$ cat src/rtl/acs_map.vh
// Register indices, field layout, reset values and timing counts of the
// accumulator source selection register bank.
// Assumes an includer that uses these as plain constants.
`ifndef ACS_MAP_VH
`define ACS_MAP_VH

// ****************************************************************
// Register indices (byte address is four times the index)
// ****************************************************************
`define ACS_IDX_PENDING    8'h25
`define ACS_IDX_ACTIVE     8'h4a
`define ACS_IDX_LATCHED    8'h4b
`define ACS_IDX_COMMAND    8'h80
`define ACS_IDX_STATUS     8'h81
`define ACS_IDX_PRODUCT    8'hfd
`define ACS_IDX_MAKER      8'hfe
`define ACS_IDX_REVISION   8'hff

// ****************************************************************
// Field layout of the selection registers
// ****************************************************************
`define ACS_CH1_MSB        7
`define ACS_CH1_LSB        6
`define ACS_CH2_MSB        5
`define ACS_CH2_LSB        4
`define ACS_CH3_MSB        3
`define ACS_CH3_LSB        2
`define ACS_CH4_MSB        1
`define ACS_CH4_LSB        0

// Source codes
`define ACS_SRC_POWER      2'h0
`define ACS_SRC_SENSE      2'h1
`define ACS_SRC_BUS        2'h2
`define ACS_SRC_RESERVED   2'h3

// ****************************************************************
// Command and status bits
// ****************************************************************
`define ACS_CMD_REFRESH    0
`define ACS_CMD_REFRESH_V  1
`define ACS_CMD_REFRESH_G  2
`define ACS_STS_VALID      0

// ****************************************************************
// Reset values and timing
// ****************************************************************
`define ACS_SEL_RESET      8'h00
`define ACS_RESULT_WAIT_MS 1
`define ACS_CLK_MHZ        100
// One result wait at ACS_CLK_MHZ, in clock cycles
`define ACS_RESULT_WAIT_CYC 17'd100000

`endif

$ cat src/rtl/acs_sel_reg.v
// One 8-bit selection register of four 2-bit channel source fields.
// Assumes a load strobe from logic on the same clock.
`timescale 1ns/1ps
`default_nettype none
`include "acs_map.vh"

module acs_sel_reg (
  input  wire       clk_sys,
  input  wire       resetn,
  input  wire       load,
  input  wire [7:0] d,
  output wire [7:0] q
);

  reg [7:0] sel_ff;

  // Reserved code folds to the power product
  function [1:0] clean_field;
    input [1:0] f;
    begin
      if (f == `ACS_SRC_RESERVED) begin
        clean_field = `ACS_SRC_POWER;
      end else begin
        clean_field = f;
      end
    end
  endfunction

  always @(posedge clk_sys or negedge resetn) begin
    if (!resetn) begin
      // reset to power
      sel_ff <= `ACS_SEL_RESET;
    end else if (load) begin
      // reserved reads zero
      sel_ff <= {clean_field(d[`ACS_CH1_MSB:`ACS_CH1_LSB]),
                 clean_field(d[`ACS_CH2_MSB:`ACS_CH2_LSB]),
                 clean_field(d[`ACS_CH3_MSB:`ACS_CH3_LSB]),
                 clean_field(d[`ACS_CH4_MSB:`ACS_CH4_LSB])};
    end
  end

  assign q = sel_ff;

endmodule // acs_sel_reg

`default_nettype wire

$ cat src/rtl/acs_ahb_if.v
// AHB-Lite slave front end: address phase capture, write strobe, read data.
// Assumes one slave, single word transfers; reads take one wait state.
`timescale 1ns/1ps
`default_nettype none

module acs_ahb_if (
  input  wire        clk_sys,
  input  wire        resetn,
  input  wire        hsel,
  input  wire [31:0] haddr,
  input  wire [1:0]  htrans,
  input  wire        hwrite,
  input  wire [2:0]  hsize,
  input  wire        hready,
  input  wire [31:0] rd_word,
  output wire        wr_stb,
  output wire        rd_stb,
  output wire [7:0]  reg_idx,
  output wire [31:0] hrdata,
  output wire        hreadyout,
  output wire        hresp
);

  reg        wr_ph_ff;
  reg        rd_ph_ff;
  reg [7:0]  idx_ff;
  reg [31:0] hrdata_ff;
  reg        hreadyout_ff;

  wire take    = hsel & htrans[1] & hready;
  wire aligned = (haddr[1:0] == 2'h0) && (hsize == 3'h2) && (haddr[31:10] == 22'h0);

  // ****************************************************************
  // Address phase capture
  // ****************************************************************
  always @(posedge clk_sys or negedge resetn) begin
    if (!resetn) begin
      wr_ph_ff     <= 1'b0;
      rd_ph_ff     <= 1'b0;
      idx_ff       <= 8'h00;
      hrdata_ff    <= 32'h0;
      hreadyout_ff <= 1'b1;
    end else begin
      wr_ph_ff <= take & hwrite & aligned;
      if (take) begin
        idx_ff <= haddr[9:2];
      end
      if (take & ~hwrite) begin
        // Misaligned reads still complete, with zero data
        rd_ph_ff     <= 1'b1;
        hreadyout_ff <= 1'b0;
        if (!aligned) begin
          idx_ff <= 8'h00;
        end
      end else if (rd_ph_ff) begin
        rd_ph_ff     <= 1'b0;
        hrdata_ff    <= rd_word;
        hreadyout_ff <= 1'b1;
      end
    end
  end

  assign wr_stb    = wr_ph_ff;
  assign rd_stb    = rd_ph_ff;
  assign reg_idx   = idx_ff;
  assign hrdata    = hrdata_ff;
  assign hreadyout = hreadyout_ff;
  assign hresp     = 1'b0;

endmodule // acs_ahb_if

`default_nettype wire

$ cat src/rtl/acs_top.v
// Accumulator source selection bank: pending, active and latched images,
// refresh commands, result-valid timer and identification registers.
// Assumes an AHB-Lite master on clk_sys with this as the only slave.
//
// The implementer's own choice: the AHB-Lite register port.
`timescale 1ns/1ps
`default_nettype none
`include "acs_map.vh"

// Contract
// The active register at index 4Ah always shows the channel sources in force.
// Writes to the pending register at 25h take effect only on a refresh command.
// Any refresh variant makes the latched register at 4Bh take the pre-refresh active value.
// The latched register matches the dataset held in the result registers.
// Software trusts the latched register only 1 ms after a refresh, when results are valid.
// Both images are 8 bits, channel 1 in bits 7-6 down to channel 4 in bits 1-0.
// Field code 00 is power, 01 sense voltage, 10 bus voltage.
// Field code 11 is reserved and reads as zero.
// After reset every field of both images reads 0, power accumulation.
// A read-only product code sits at index FDh.
// A read-only maker code sits at index FEh.
// A read-only die revision code sits at index FFh.
// A refresh copies active to latched and pending to active in one clock.
module acs_top #(
  parameter [7:0]  PRODUCT_CODE        = 8'h3c,  // Arbitrary value
  parameter [7:0]  MAKER_CODE          = 8'h5a,  // Arbitrary value
  parameter [7:0]  DIE_REV_CODE        = 8'h01,  // Arbitrary value
  parameter        CNT_W               = 17,
  parameter [16:0] RESULT_WAIT_CYCLES  = `ACS_RESULT_WAIT_CYC
) (
  input  wire        clk_sys,
  input  wire        resetn,
  input  wire        hsel,
  input  wire [31:0] haddr,
  input  wire [1:0]  htrans,
  input  wire        hwrite,
  input  wire [2:0]  hsize,
  input  wire [2:0]  hburst,
  input  wire [3:0]  hprot,
  input  wire        hmastlock,
  input  wire        hready,
  input  wire [31:0] hwdata,
  output wire [31:0] hrdata,
  output wire        hreadyout,
  output wire        hresp,
  output wire [1:0]  ch1_accum_source_sel,
  output wire [1:0]  ch2_accum_source_sel,
  output wire [1:0]  ch3_accum_source_sel,
  output wire [1:0]  ch4_accum_source_sel,
  output wire        refresh_strobe,
  output wire        results_valid
);

  // ****************************************************************
  // Declarations
  // ****************************************************************
  wire             wr_stb;
  wire             rd_stb;
  wire [7:0]       reg_idx;
  wire [7:0]       pending_q;
  wire [7:0]       active_q;
  wire [7:0]       latched_q;
  wire             pending_wr;
  wire             refresh_cmd;
  reg  [31:0]      rd_word;
  reg              refresh_strobe_ff;
  reg              results_valid_ff;
  reg  [CNT_W-1:0] wait_cnt_ff;
  reg  [CNT_W-1:0] nxt_wait_cnt;
  reg              nxt_results_valid;

  // Unused bus attributes: only single word transfers are served
  wire unused_attr = ^{hburst, hprot, hmastlock, rd_stb};

  // ****************************************************************
  // Bus front end
  // ****************************************************************
  acs_ahb_if u_ahb (
    .clk_sys   (clk_sys),
    .resetn    (resetn),
    .hsel      (hsel),
    .haddr     (haddr),
    .htrans    (htrans),
    .hwrite    (hwrite),
    .hsize     (hsize),
    .hready    (hready),
    .rd_word   (rd_word),
    .wr_stb    (wr_stb),
    .rd_stb    (rd_stb),
    .reg_idx   (reg_idx),
    .hrdata    (hrdata),
    .hreadyout (hreadyout),
    .hresp     (hresp)
  );

  // ****************************************************************
  // Write decode
  // ****************************************************************
  assign pending_wr  = wr_stb && (reg_idx == `ACS_IDX_PENDING);

  // any refresh variant
  assign refresh_cmd = wr_stb && (reg_idx == `ACS_IDX_COMMAND) &&
                       (hwdata[`ACS_CMD_REFRESH]   |
                        hwdata[`ACS_CMD_REFRESH_V] |
                        hwdata[`ACS_CMD_REFRESH_G]);

  // ****************************************************************
  // Selection images
  // ****************************************************************
  // pending held apart
  acs_sel_reg u_pending (
    .clk_sys (clk_sys),
    .resetn  (resetn),
    .load    (pending_wr),
    .d       (hwdata[7:0]),
    .q       (pending_q)
  );

  // pending to active on refresh
  acs_sel_reg u_active (
    .clk_sys (clk_sys),
    .resetn  (resetn),
    .load    (refresh_cmd),
    .d       (pending_q),
    .q       (active_q)
  );

  // active to latched same edge
  acs_sel_reg u_latched (
    .clk_sys (clk_sys),
    .resetn  (resetn),
    .load    (refresh_cmd),
    .d       (active_q),
    .q       (latched_q)
  );

  // ****************************************************************
  // Refresh strobe and result-valid timer
  // ****************************************************************
  // results follow latched image
  always @* begin
    nxt_wait_cnt      = wait_cnt_ff;
    nxt_results_valid = results_valid_ff;
    if (refresh_cmd) begin
      nxt_wait_cnt      = RESULT_WAIT_CYCLES[CNT_W-1:0];
      nxt_results_valid = 1'b0;
    end else if (wait_cnt_ff != {CNT_W{1'b0}}) begin
      nxt_wait_cnt = wait_cnt_ff - {{(CNT_W-1){1'b0}}, 1'b1};
      if (wait_cnt_ff == {{(CNT_W-1){1'b0}}, 1'b1}) begin
        // valid after wait
        nxt_results_valid = 1'b1;
      end
    end
  end

  always @(posedge clk_sys or negedge resetn) begin
    if (!resetn) begin
      refresh_strobe_ff <= 1'b0;
      results_valid_ff  <= 1'b0;
      wait_cnt_ff       <= {CNT_W{1'b0}};
    end else begin
      refresh_strobe_ff <= refresh_cmd;
      results_valid_ff  <= nxt_results_valid;
      wait_cnt_ff       <= nxt_wait_cnt;
    end
  end

  // ****************************************************************
  // Read mux
  // ****************************************************************
  always @* begin
    rd_word = 32'h0;
    case (reg_idx)
      `ACS_IDX_PENDING: begin
        rd_word = {24'h0, pending_q};
      end
      // active image readback
      `ACS_IDX_ACTIVE: begin
        rd_word = {24'h0, active_q};
      end
      // latched image readback
      `ACS_IDX_LATCHED: begin
        rd_word = {24'h0, latched_q};
      end
      `ACS_IDX_STATUS: begin
        rd_word = {31'h0, results_valid_ff};
      end
      // product code
      `ACS_IDX_PRODUCT: begin
        rd_word = {24'h0, PRODUCT_CODE};
      end
      // maker code
      `ACS_IDX_MAKER: begin
        rd_word = {24'h0, MAKER_CODE};
      end
      // die revision
      `ACS_IDX_REVISION: begin
        rd_word = {24'h0, DIE_REV_CODE};
      end
      default: begin
        rd_word = {31'h0, unused_attr & 1'b0};
      end
    endcase
  end

  // ****************************************************************
  // Outputs
  // ****************************************************************
  // codes drive the accumulators
  assign ch1_accum_source_sel = active_q[`ACS_CH1_MSB:`ACS_CH1_LSB];
  assign ch2_accum_source_sel = active_q[`ACS_CH2_MSB:`ACS_CH2_LSB];
  assign ch3_accum_source_sel = active_q[`ACS_CH3_MSB:`ACS_CH3_LSB];
  assign ch4_accum_source_sel = active_q[`ACS_CH4_MSB:`ACS_CH4_LSB];
  assign refresh_strobe       = refresh_strobe_ff;
  assign results_valid        = results_valid_ff;

endmodule // acs_top

`default_nettype wire

$ cat config.mk
export PLATFORM = sky130hd
export DESIGN_NAME = acs_top
export DESIGN_NICKNAME = d
export VERILOG_FILES = /design/src/rtl/acs_sel_reg.v /design/src/rtl/acs_ahb_if.v /design/src/rtl/acs_top.v
export VERILOG_INCLUDE_DIRS = /design/src /design/src/rtl
export SDC_FILE = /design/constraint.sdc
export NUM_CORES = 1
export LEC_CHECK = 0
export ABC_CLOCK_PERIOD_IN_PS = 2400
export BUFFER_PORTS_ARGS = -buffer_cell sky130_fd_sc_hd__buf_2
export CAP_MARGIN = 20
export CORE_MARGIN = 2
export CORE_UTILIZATION = 35
export CTS_BUF_LIST = sky130_fd_sc_hd__clkbuf_4 sky130_fd_sc_hd__clkbuf_8 sky130_fd_sc_hd__clkbuf_16
export CTS_CLUSTER_SIZE = 12
export DETAILED_ROUTE_END_ITERATION = 10
export GPL_ROUTABILITY_DRIVEN = 0
export PLACE_DENSITY_LB_ADDON = 0.3
export SETUP_SLACK_MARGIN = 0.5
export SKIP_LAST_GASP = 1
export SYNTH_ARGS = -nofsm -noshare
export SYNTH_HDL_FRONTEND = slang
export SYNTH_SLANG_ARGS = --single-unit
$ cat constraint.sdc
create_clock -name clk_sys -period 2.4 [get_ports clk_sys]
set_input_delay 0.36 -clock clk_sys [delete_from_list [all_inputs] [get_ports clk_sys]]
set_output_delay 0.36 -clock clk_sys [all_outputs]
set_load 0.1 [all_outputs]
==> reports/summary.txt, run 1 <==
status -> finished clean
ys async rst share -> 100%
dpl cells -> 558
post-synthesis sequential area ratio -> 45.9%
initial antenna violation count -> 0
WP data arrival -> 2250 ps
vias per cell -> 5.26
CP max FO -> 7
num rows -> 35
WL per Instance -> 14.9 µm
number of port buffers -> 67
ys flop type -> dfrtp_1
# IOs -> 126
TritonCTS buffer count -> 9
Setup violations, final -> 0
worst reg2reg setup slack -> 420 ps
Syn Std Cell Area -> 3380 µm²
nets -> 534
CP Buf/Inv Count -> 0
Hold Path Class -> primary input to async pin
Sink Count -> 62
R2R Path Start -> wait_cnt_ff[9]
synthesized flop and latch total -> 62
Final Hold Fails -> 0
Netlist cell types -> 48
Post-Layout Cell Count -> 582
Multi-input gate area -> 1680 µm²
Register Area -> 1560 µm²
Overflow after GRT -> 0
FMAX -> 505 MHz
TNS Setup -> 0 ps
hpwl dp -> 6130 µm
commonest non-fill, non-tap cells in the layout -> buf_2 (68), dfrtp_1 (59), nand2_1 (37)
CTS clk-pin slew, worst paths -> 70 ps
crit share post-route -> 82.5%
deepest clock path buffer count -> 2
first-pass GRT wire length -> 14100 µm
Slowest cell on crit path -> or4_4
power density cells -> 665 nW/µm²
CTS Root Cell -> clkbuf_8
Clock Latency Late Sink -> 340 ps
Worst Max-Slew Pin Slew -> 535 ps
YS warnings -> 0
peak supply drop -> 243 µV
total power -> 2750 µW
DRT iter0 DRCs -> 151
all-layer global routing usage -> 17.3%
Crit Path Class -> flip-flop to flip-flop
Avg Inst Size Synth -> 9.14 µm²
crit path time final -> 1980 ps
area delta synth->final -> 22.3%
RSZ-0062 raised after global routing -> true
Place WS -> 351 ps
clock skew -> 13.2 ps
hold slack -> 11.5 ps
Final ANT Viol Nets -> 0
most common cell after layout, fill and taps aside -> buf_2
CP max stage delay -> 600 ps
WP data required -> 2670 ps
CP delay by family, top -> simple AND/OR/NAND/NOR gates
r2r worst-path depth -> 4
Die ar. -> 10500 µm²
final WL -> 8660 µm
drt pass-1 iters -> 4
Core ar. -> 9330 µm²
Worst setup EP type -> flip-flop
P_leak -> 0.00190 µW
H-Tree Level Count -> 3
final worst slack -> 421 ps
Diodes inserted -> 0
DRC -> 0
Chip Width -> 102 µm
CTS tree -> built
via count -> 3064
Starting Density -> 36.2%
pin count of the biggest net entering global routing -> 63
Post-synth EDFFs -> 0
CP Launch Type -> flip-flop
Critical Path, Cell by Cell -> or4_4 -> or2_4 -> or4b_1 -> a21oi_2
share of layout cells above drive strength 1 -> 29.1%
# fillers -> 939
maxcap violations -> 0
slew margin rel. -> 64.4%
die height -> 102 µm
synthesized instance count -> 370
Post-CTS Hold Buffers -> 0
Final Max Tran Viols -> 0
vias in the first global route -> 2939
r2r endpoint -> wait_cnt_ff[14]
-- per-layer routing --
layer	global-route usage (%)	routed length, µm	vias up
li1	-	-	1467
met1	21.8	3860	1476
met2	28.0	4060	102
met3	5.20	531	19
met4	6.67	201	0
met5	0	0	-
-- worst register-to-register path, stage by stage, from the launching register on --
cell	delay [ps]
dfrtp_1	380
or4_4	600
or2_4	270
or4b_1	520
a21oi_2	130
-- per-stage QoR --
step	instance area (µm²)	utilization (%)
2_1_floorplan	3470	-
3_3_place_gp	3800	40.7
3_5_place_dp	3800	40.7
4_1_cts	4040	43.4
5_1_grt	4130	44.3
6_report	4130	44.3
-- state kept, by name, summed over array words and instances, names as in the netlist --
register	flops
refresh_strobe	1
results_valid	1
u_active.q	8
u_ahb.hrdata	8
u_ahb.hreadyout	1
u_ahb.rd_stb	1
u_ahb.reg_idx	8
u_ahb.wr_stb	1
u_latched.q	8
u_pending.q	8
wait_cnt_ff	17
-- power by group --
group,leakage (µW),switching (µW),internal (µW)
Sequential,0.000726,63.1,1100
Combinational,0.00107,535,112
Clock,0.000102,389,549
-- cell usage after synthesis, types with 5 or more instances --
cell | n | area (µm²)
dfrtp_1 | 61 | 1530
buf_4 | 25 | 188
or3_1 | 9 | 56.3
nor2_1 | 20 | 75.1
nand2b_1 | 9 | 56.3
a31oi_1 | 5 | 31.3
a21oi_1 | 27 | 135
nor4_1 | 11 | 68.8
nand4_1 | 8 | 50.1
inv_1 | 11 | 41.3
a21boi_0 | 9 | 67.6
a31o_2 | 7 | 61.3
o21ai_0 | 31 | 155
nand2_1 | 37 | 139
o41ai_1 | 10 | 87.6
nor3_1 | 10 | 50.1
nand3_1 | 9 | 45.0
clkbuf_1 | 16 | 60.1
-- final cells by class --
cell class	instances	share of cell area (%)
clock buffers	13	4.03
clock inverters	1	0.726
inverters	11	0.999
multi-input cells	279	40.6
flip-flops and latches	62	37.6
well taps	129	3.90
repair buffers	87	12.2
-- kinds of logic (layout without fill, tap and decap cells) --
kind of cell	Yosys count	count (layout)	synth area share (%)
compound gates	109	109	20.6
fa+ha+maj	2	2	0.740
buf+inv	53	112	8.88
flops	62	62	45.9
mux	4	4	1.18
other cells	1	25	0.111
simple gates	139	139	22.5
-- how the worst max path moves through the flow --
stage	endpoint	slack, ps	from	cells past startpoint
6_report	wait_cnt_ff[14]	420	wait_cnt_ff[9]	4
5_1_grt	wait_cnt_ff[11]	370	wait_cnt_ff[9]	5
4_1_cts	wait_cnt_ff[14]	410	wait_cnt_ff[10]	4
3_5_place_dp	wait_cnt_ff[9]	350	wait_cnt_ff[1]	6
3_3_place_gp	wait_cnt_ff[9]	370	wait_cnt_ff[10]	4
2_1_floorplan	wait_cnt_ff[14]	440	wait_cnt_ff[10]	5
-- timing repair --
| item | in CTS | in global routing |
|---|---|---|
| setup endpoints to repair | 13 | 29 |
| gates cloned | 0 | 1 |
| pin swaps | 4 | 9 |
| buffers inserted | 6 | 3 |
| resized for setup | 3 | 16 |
Power figures use the tool's default switching activity.
==> run 2: changes to the inputs <==
--- a/config.mk
+++ b/config.mk
@@ -6,7 +6,8 @@
 export SDC_FILE = /design/constraint.sdc
 export NUM_CORES = 1
 export LEC_CHECK = 0
-export ABC_CLOCK_PERIOD_IN_PS = 2400
+export ABC_AREA = 1
+export ABC_CLOCK_PERIOD_IN_PS = 2050
 export BUFFER_PORTS_ARGS = -buffer_cell sky130_fd_sc_hd__buf_2
 export CAP_MARGIN = 20
 export CORE_MARGIN = 2
==> constraint.sdc (replaced) <==
create_clock -name clk_sys -period 2.05 [get_ports clk_sys]
set_input_delay 0.3075 -clock clk_sys [delete_from_list [all_inputs] [get_ports clk_sys]]
set_output_delay 0.3075 -clock clk_sys [all_outputs]
set_load 0.1 [all_outputs]
==> reports/summary.txt, run 2 <==
crit path from -> results_valid
num rows -> 36
Crit Path Class -> flip-flop to output pin
max FFs per register -> 17
CP delay by family, top -> buffers and inverters
Critical Path Stages -> 1
Syn Std Cell Area -> 3510 µm²
die height -> 104 µm
CTS clk-pin slew, worst paths -> 80 ps
vias in the first global route -> 2995
ys flop type -> dfrtp_1
first-pass GRT wire length -> 13400 µm
maxcap violations -> 0
Overflow after GRT -> 0
Worst Max-Slew Pin Slew -> 545 ps
Worst Setup EP -> results_valid
hold path cells -> 2
crit share post-route -> 72.7%
P_leak -> 0.00220 µW
most common cell after layout, fill and taps aside -> nand2_1
area leader, netlist -> dfrtp_1
H-Tree Level Count -> 3
hold slack -> 148 ps
Sink Count -> 62
r2r worst-path depth -> 9
initial antenna violation count -> 0
Worst setup EP type -> output pin
worst reg2reg setup slack -> 580 ps
Top reg by flops -> wait_cnt_ff
Core ar. -> 9770 µm²
CP max FO -> 3
CP max stage delay -> 440 ps
YS warnings -> 0
share of layout cells above drive strength 1 -> 27.2%
pin count of the biggest net entering global routing -> 63
synthesized instance count -> 460
TNS Setup -> 0 ps
Setup violations, final -> 0
slew margin rel. -> 63.5%
crit path time final -> 1490 ps
CP Buf/Inv Count -> 1
peak supply drop -> 346 µV
FMAX -> 671 MHz
deepest clock path buffer count -> 2
area delta synth->final -> 23.7%
final WL -> 7960 µm
WL per Instance -> 11.6 µm
top cell type's share of synthesized area -> 43.5%
number of port buffers -> 67
r2r endpoint -> wait_cnt_ff[13]
status -> finished clean
RSZ-0062 raised after global routing -> true
CTS Root Cell -> clkbuf_8
all-layer global routing usage -> 15.2%
commonest non-fill, non-tap cells in the layout -> nand2_1 (110), dfrtp_1 (61), buf_2 (60)
TritonCTS buffer count -> 9
drt pass-1 iters -> 4
synth top area cells -> dfrtp_1 (43%), nand2_1 (12%), nor2_1 (6.2%), buf_4 (5.8%), inv_1 (5.3%)
power density cells -> 668 nW/µm²
ys async rst share -> 100%
DRT iter0 DRCs -> 146
DRC -> 0
Post-synth EDFFs -> 0
synthesized flop and latch total -> 62
Chip Width -> 104 µm
vias per cell -> 4.51
Critical Path, Cell by Cell -> buf_2
Diodes inserted -> 0
WP data required -> 1740 ps
via count -> 3110
Netlist cell types -> 36
Clock Latency Late Sink -> 340 ps
# IOs -> 126
Hold Path Class -> primary input to flip-flop
nets -> 635
WP data arrival -> 1180 ps
clock skew -> 12.5 ps
R2R Path Start -> wait_cnt_ff[0]
post-synthesis sequential area ratio -> 44.2%
CP Launch Type -> flip-flop
Slowest cell on crit path -> buf_2
Commonest cells post-synth -> nand2_1 (113), dfrtp_1 (61), nor2_1 (58)
Die ar. -> 10800 µm²
Starting Density -> 35.9%
Final ANT Viol Nets -> 0
most common cell in the synthesized netlist -> nand2_1
CTS tree -> built
hpwl dp -> 5720 µm
Final Max Tran Viols -> 0
Final Hold Fails -> 0
Avg Inst Size Synth -> 7.63 µm²
## run 2: changes by cell type in the layout (fill, tap and decap cells not counted), sizes merged, moves of 12 or more
cell,delta
nand2,+79
nor2,+51
inv,+41
nand3,+31
a21oi,-21
o21ai,+16
nor4,-12
## run 2: layout make-up
type | instances | area [µm²]
tap | 133 | 166
timing repair buffer | 89 | 569
clock buffer | 9 | 124
inverter | 53 | 199
multi-input combinational | 336 | 1660
sequential | 62 | 1550
fill | 1043 | 5430
clock inverter | 7 | 75.1
## run 2: routing by layer
metal	track usage [%]	share of wire, %	vias up
met5	0	0	-
met4	6.08	1.4	0
met3	3.07	4.3	8
met2	26.3	49	87
met1	18.4	45	1430
li1	-	-	1585
## run 2: worst min path at each step
stage,start,to
detailed placement,resetn,wait_cnt_ff[11]
CTS,hwrite,u_ahb.rd_stb
global placement,resetn,wait_cnt_ff[11]
global route,hwrite,u_ahb.rd_stb
finish,hwrite,u_ahb.rd_stb
floorplan,resetn,refresh_strobe
## run 2: kinds of logic (layout without fill, tap and decap cells)
| group | after synthesis | count (layout) | synth area share, % |
|---|---|---|---|
| AOI/OAI and AO/OA | 56 | 56 | 8.52 |
| adders and majority gates | 2 | 2 | 0.713 |
| other | 1 | 25 | 0.107 |
| buffers and inverters | 86 | 158 | 12.6 |
| DFF | 62 | 62 | 44.2 |
| and+or+nand+nor | 249 | 249 | 32.8 |
| xor gates and xnor gates | 4 | 4 | 0.998 |
## run 2: timing repair
| item | 4_1_cts | 5_1_grt |
|---|---|---|
| hold buffers | 1 | 0 |
| endpoints found under the setup margin | 35 | 48 |
| gates resized for setup | 3 | 23 |
| cloned | 0 | 1 |
| setup buffers | 8 | 5 |
| pin swaps | 3 | 6 |
| endpoints found under the hold margin | 61 | 0 |
## run 2: power by group
group          switching [µW]  internal [µW]  total, µW
Clock                     523            562       1090
Combinational             422            102        524
Sequential               32.0           1260       1290
## run 2: metrics by stage
step                cell area, µm²  std cells  power [µW]  setup WS, ps  utilization, %
floorplan                     3600        484        1750           508               -
global placement              3920        658        1830           268            40.1
detailed placement            3920        658        1840           223            40.1
CTS                           4210        683        2930           502            43.1
global route                  4340        689        3040           420            44.4
finish                        4340        689        2900           560            44.4
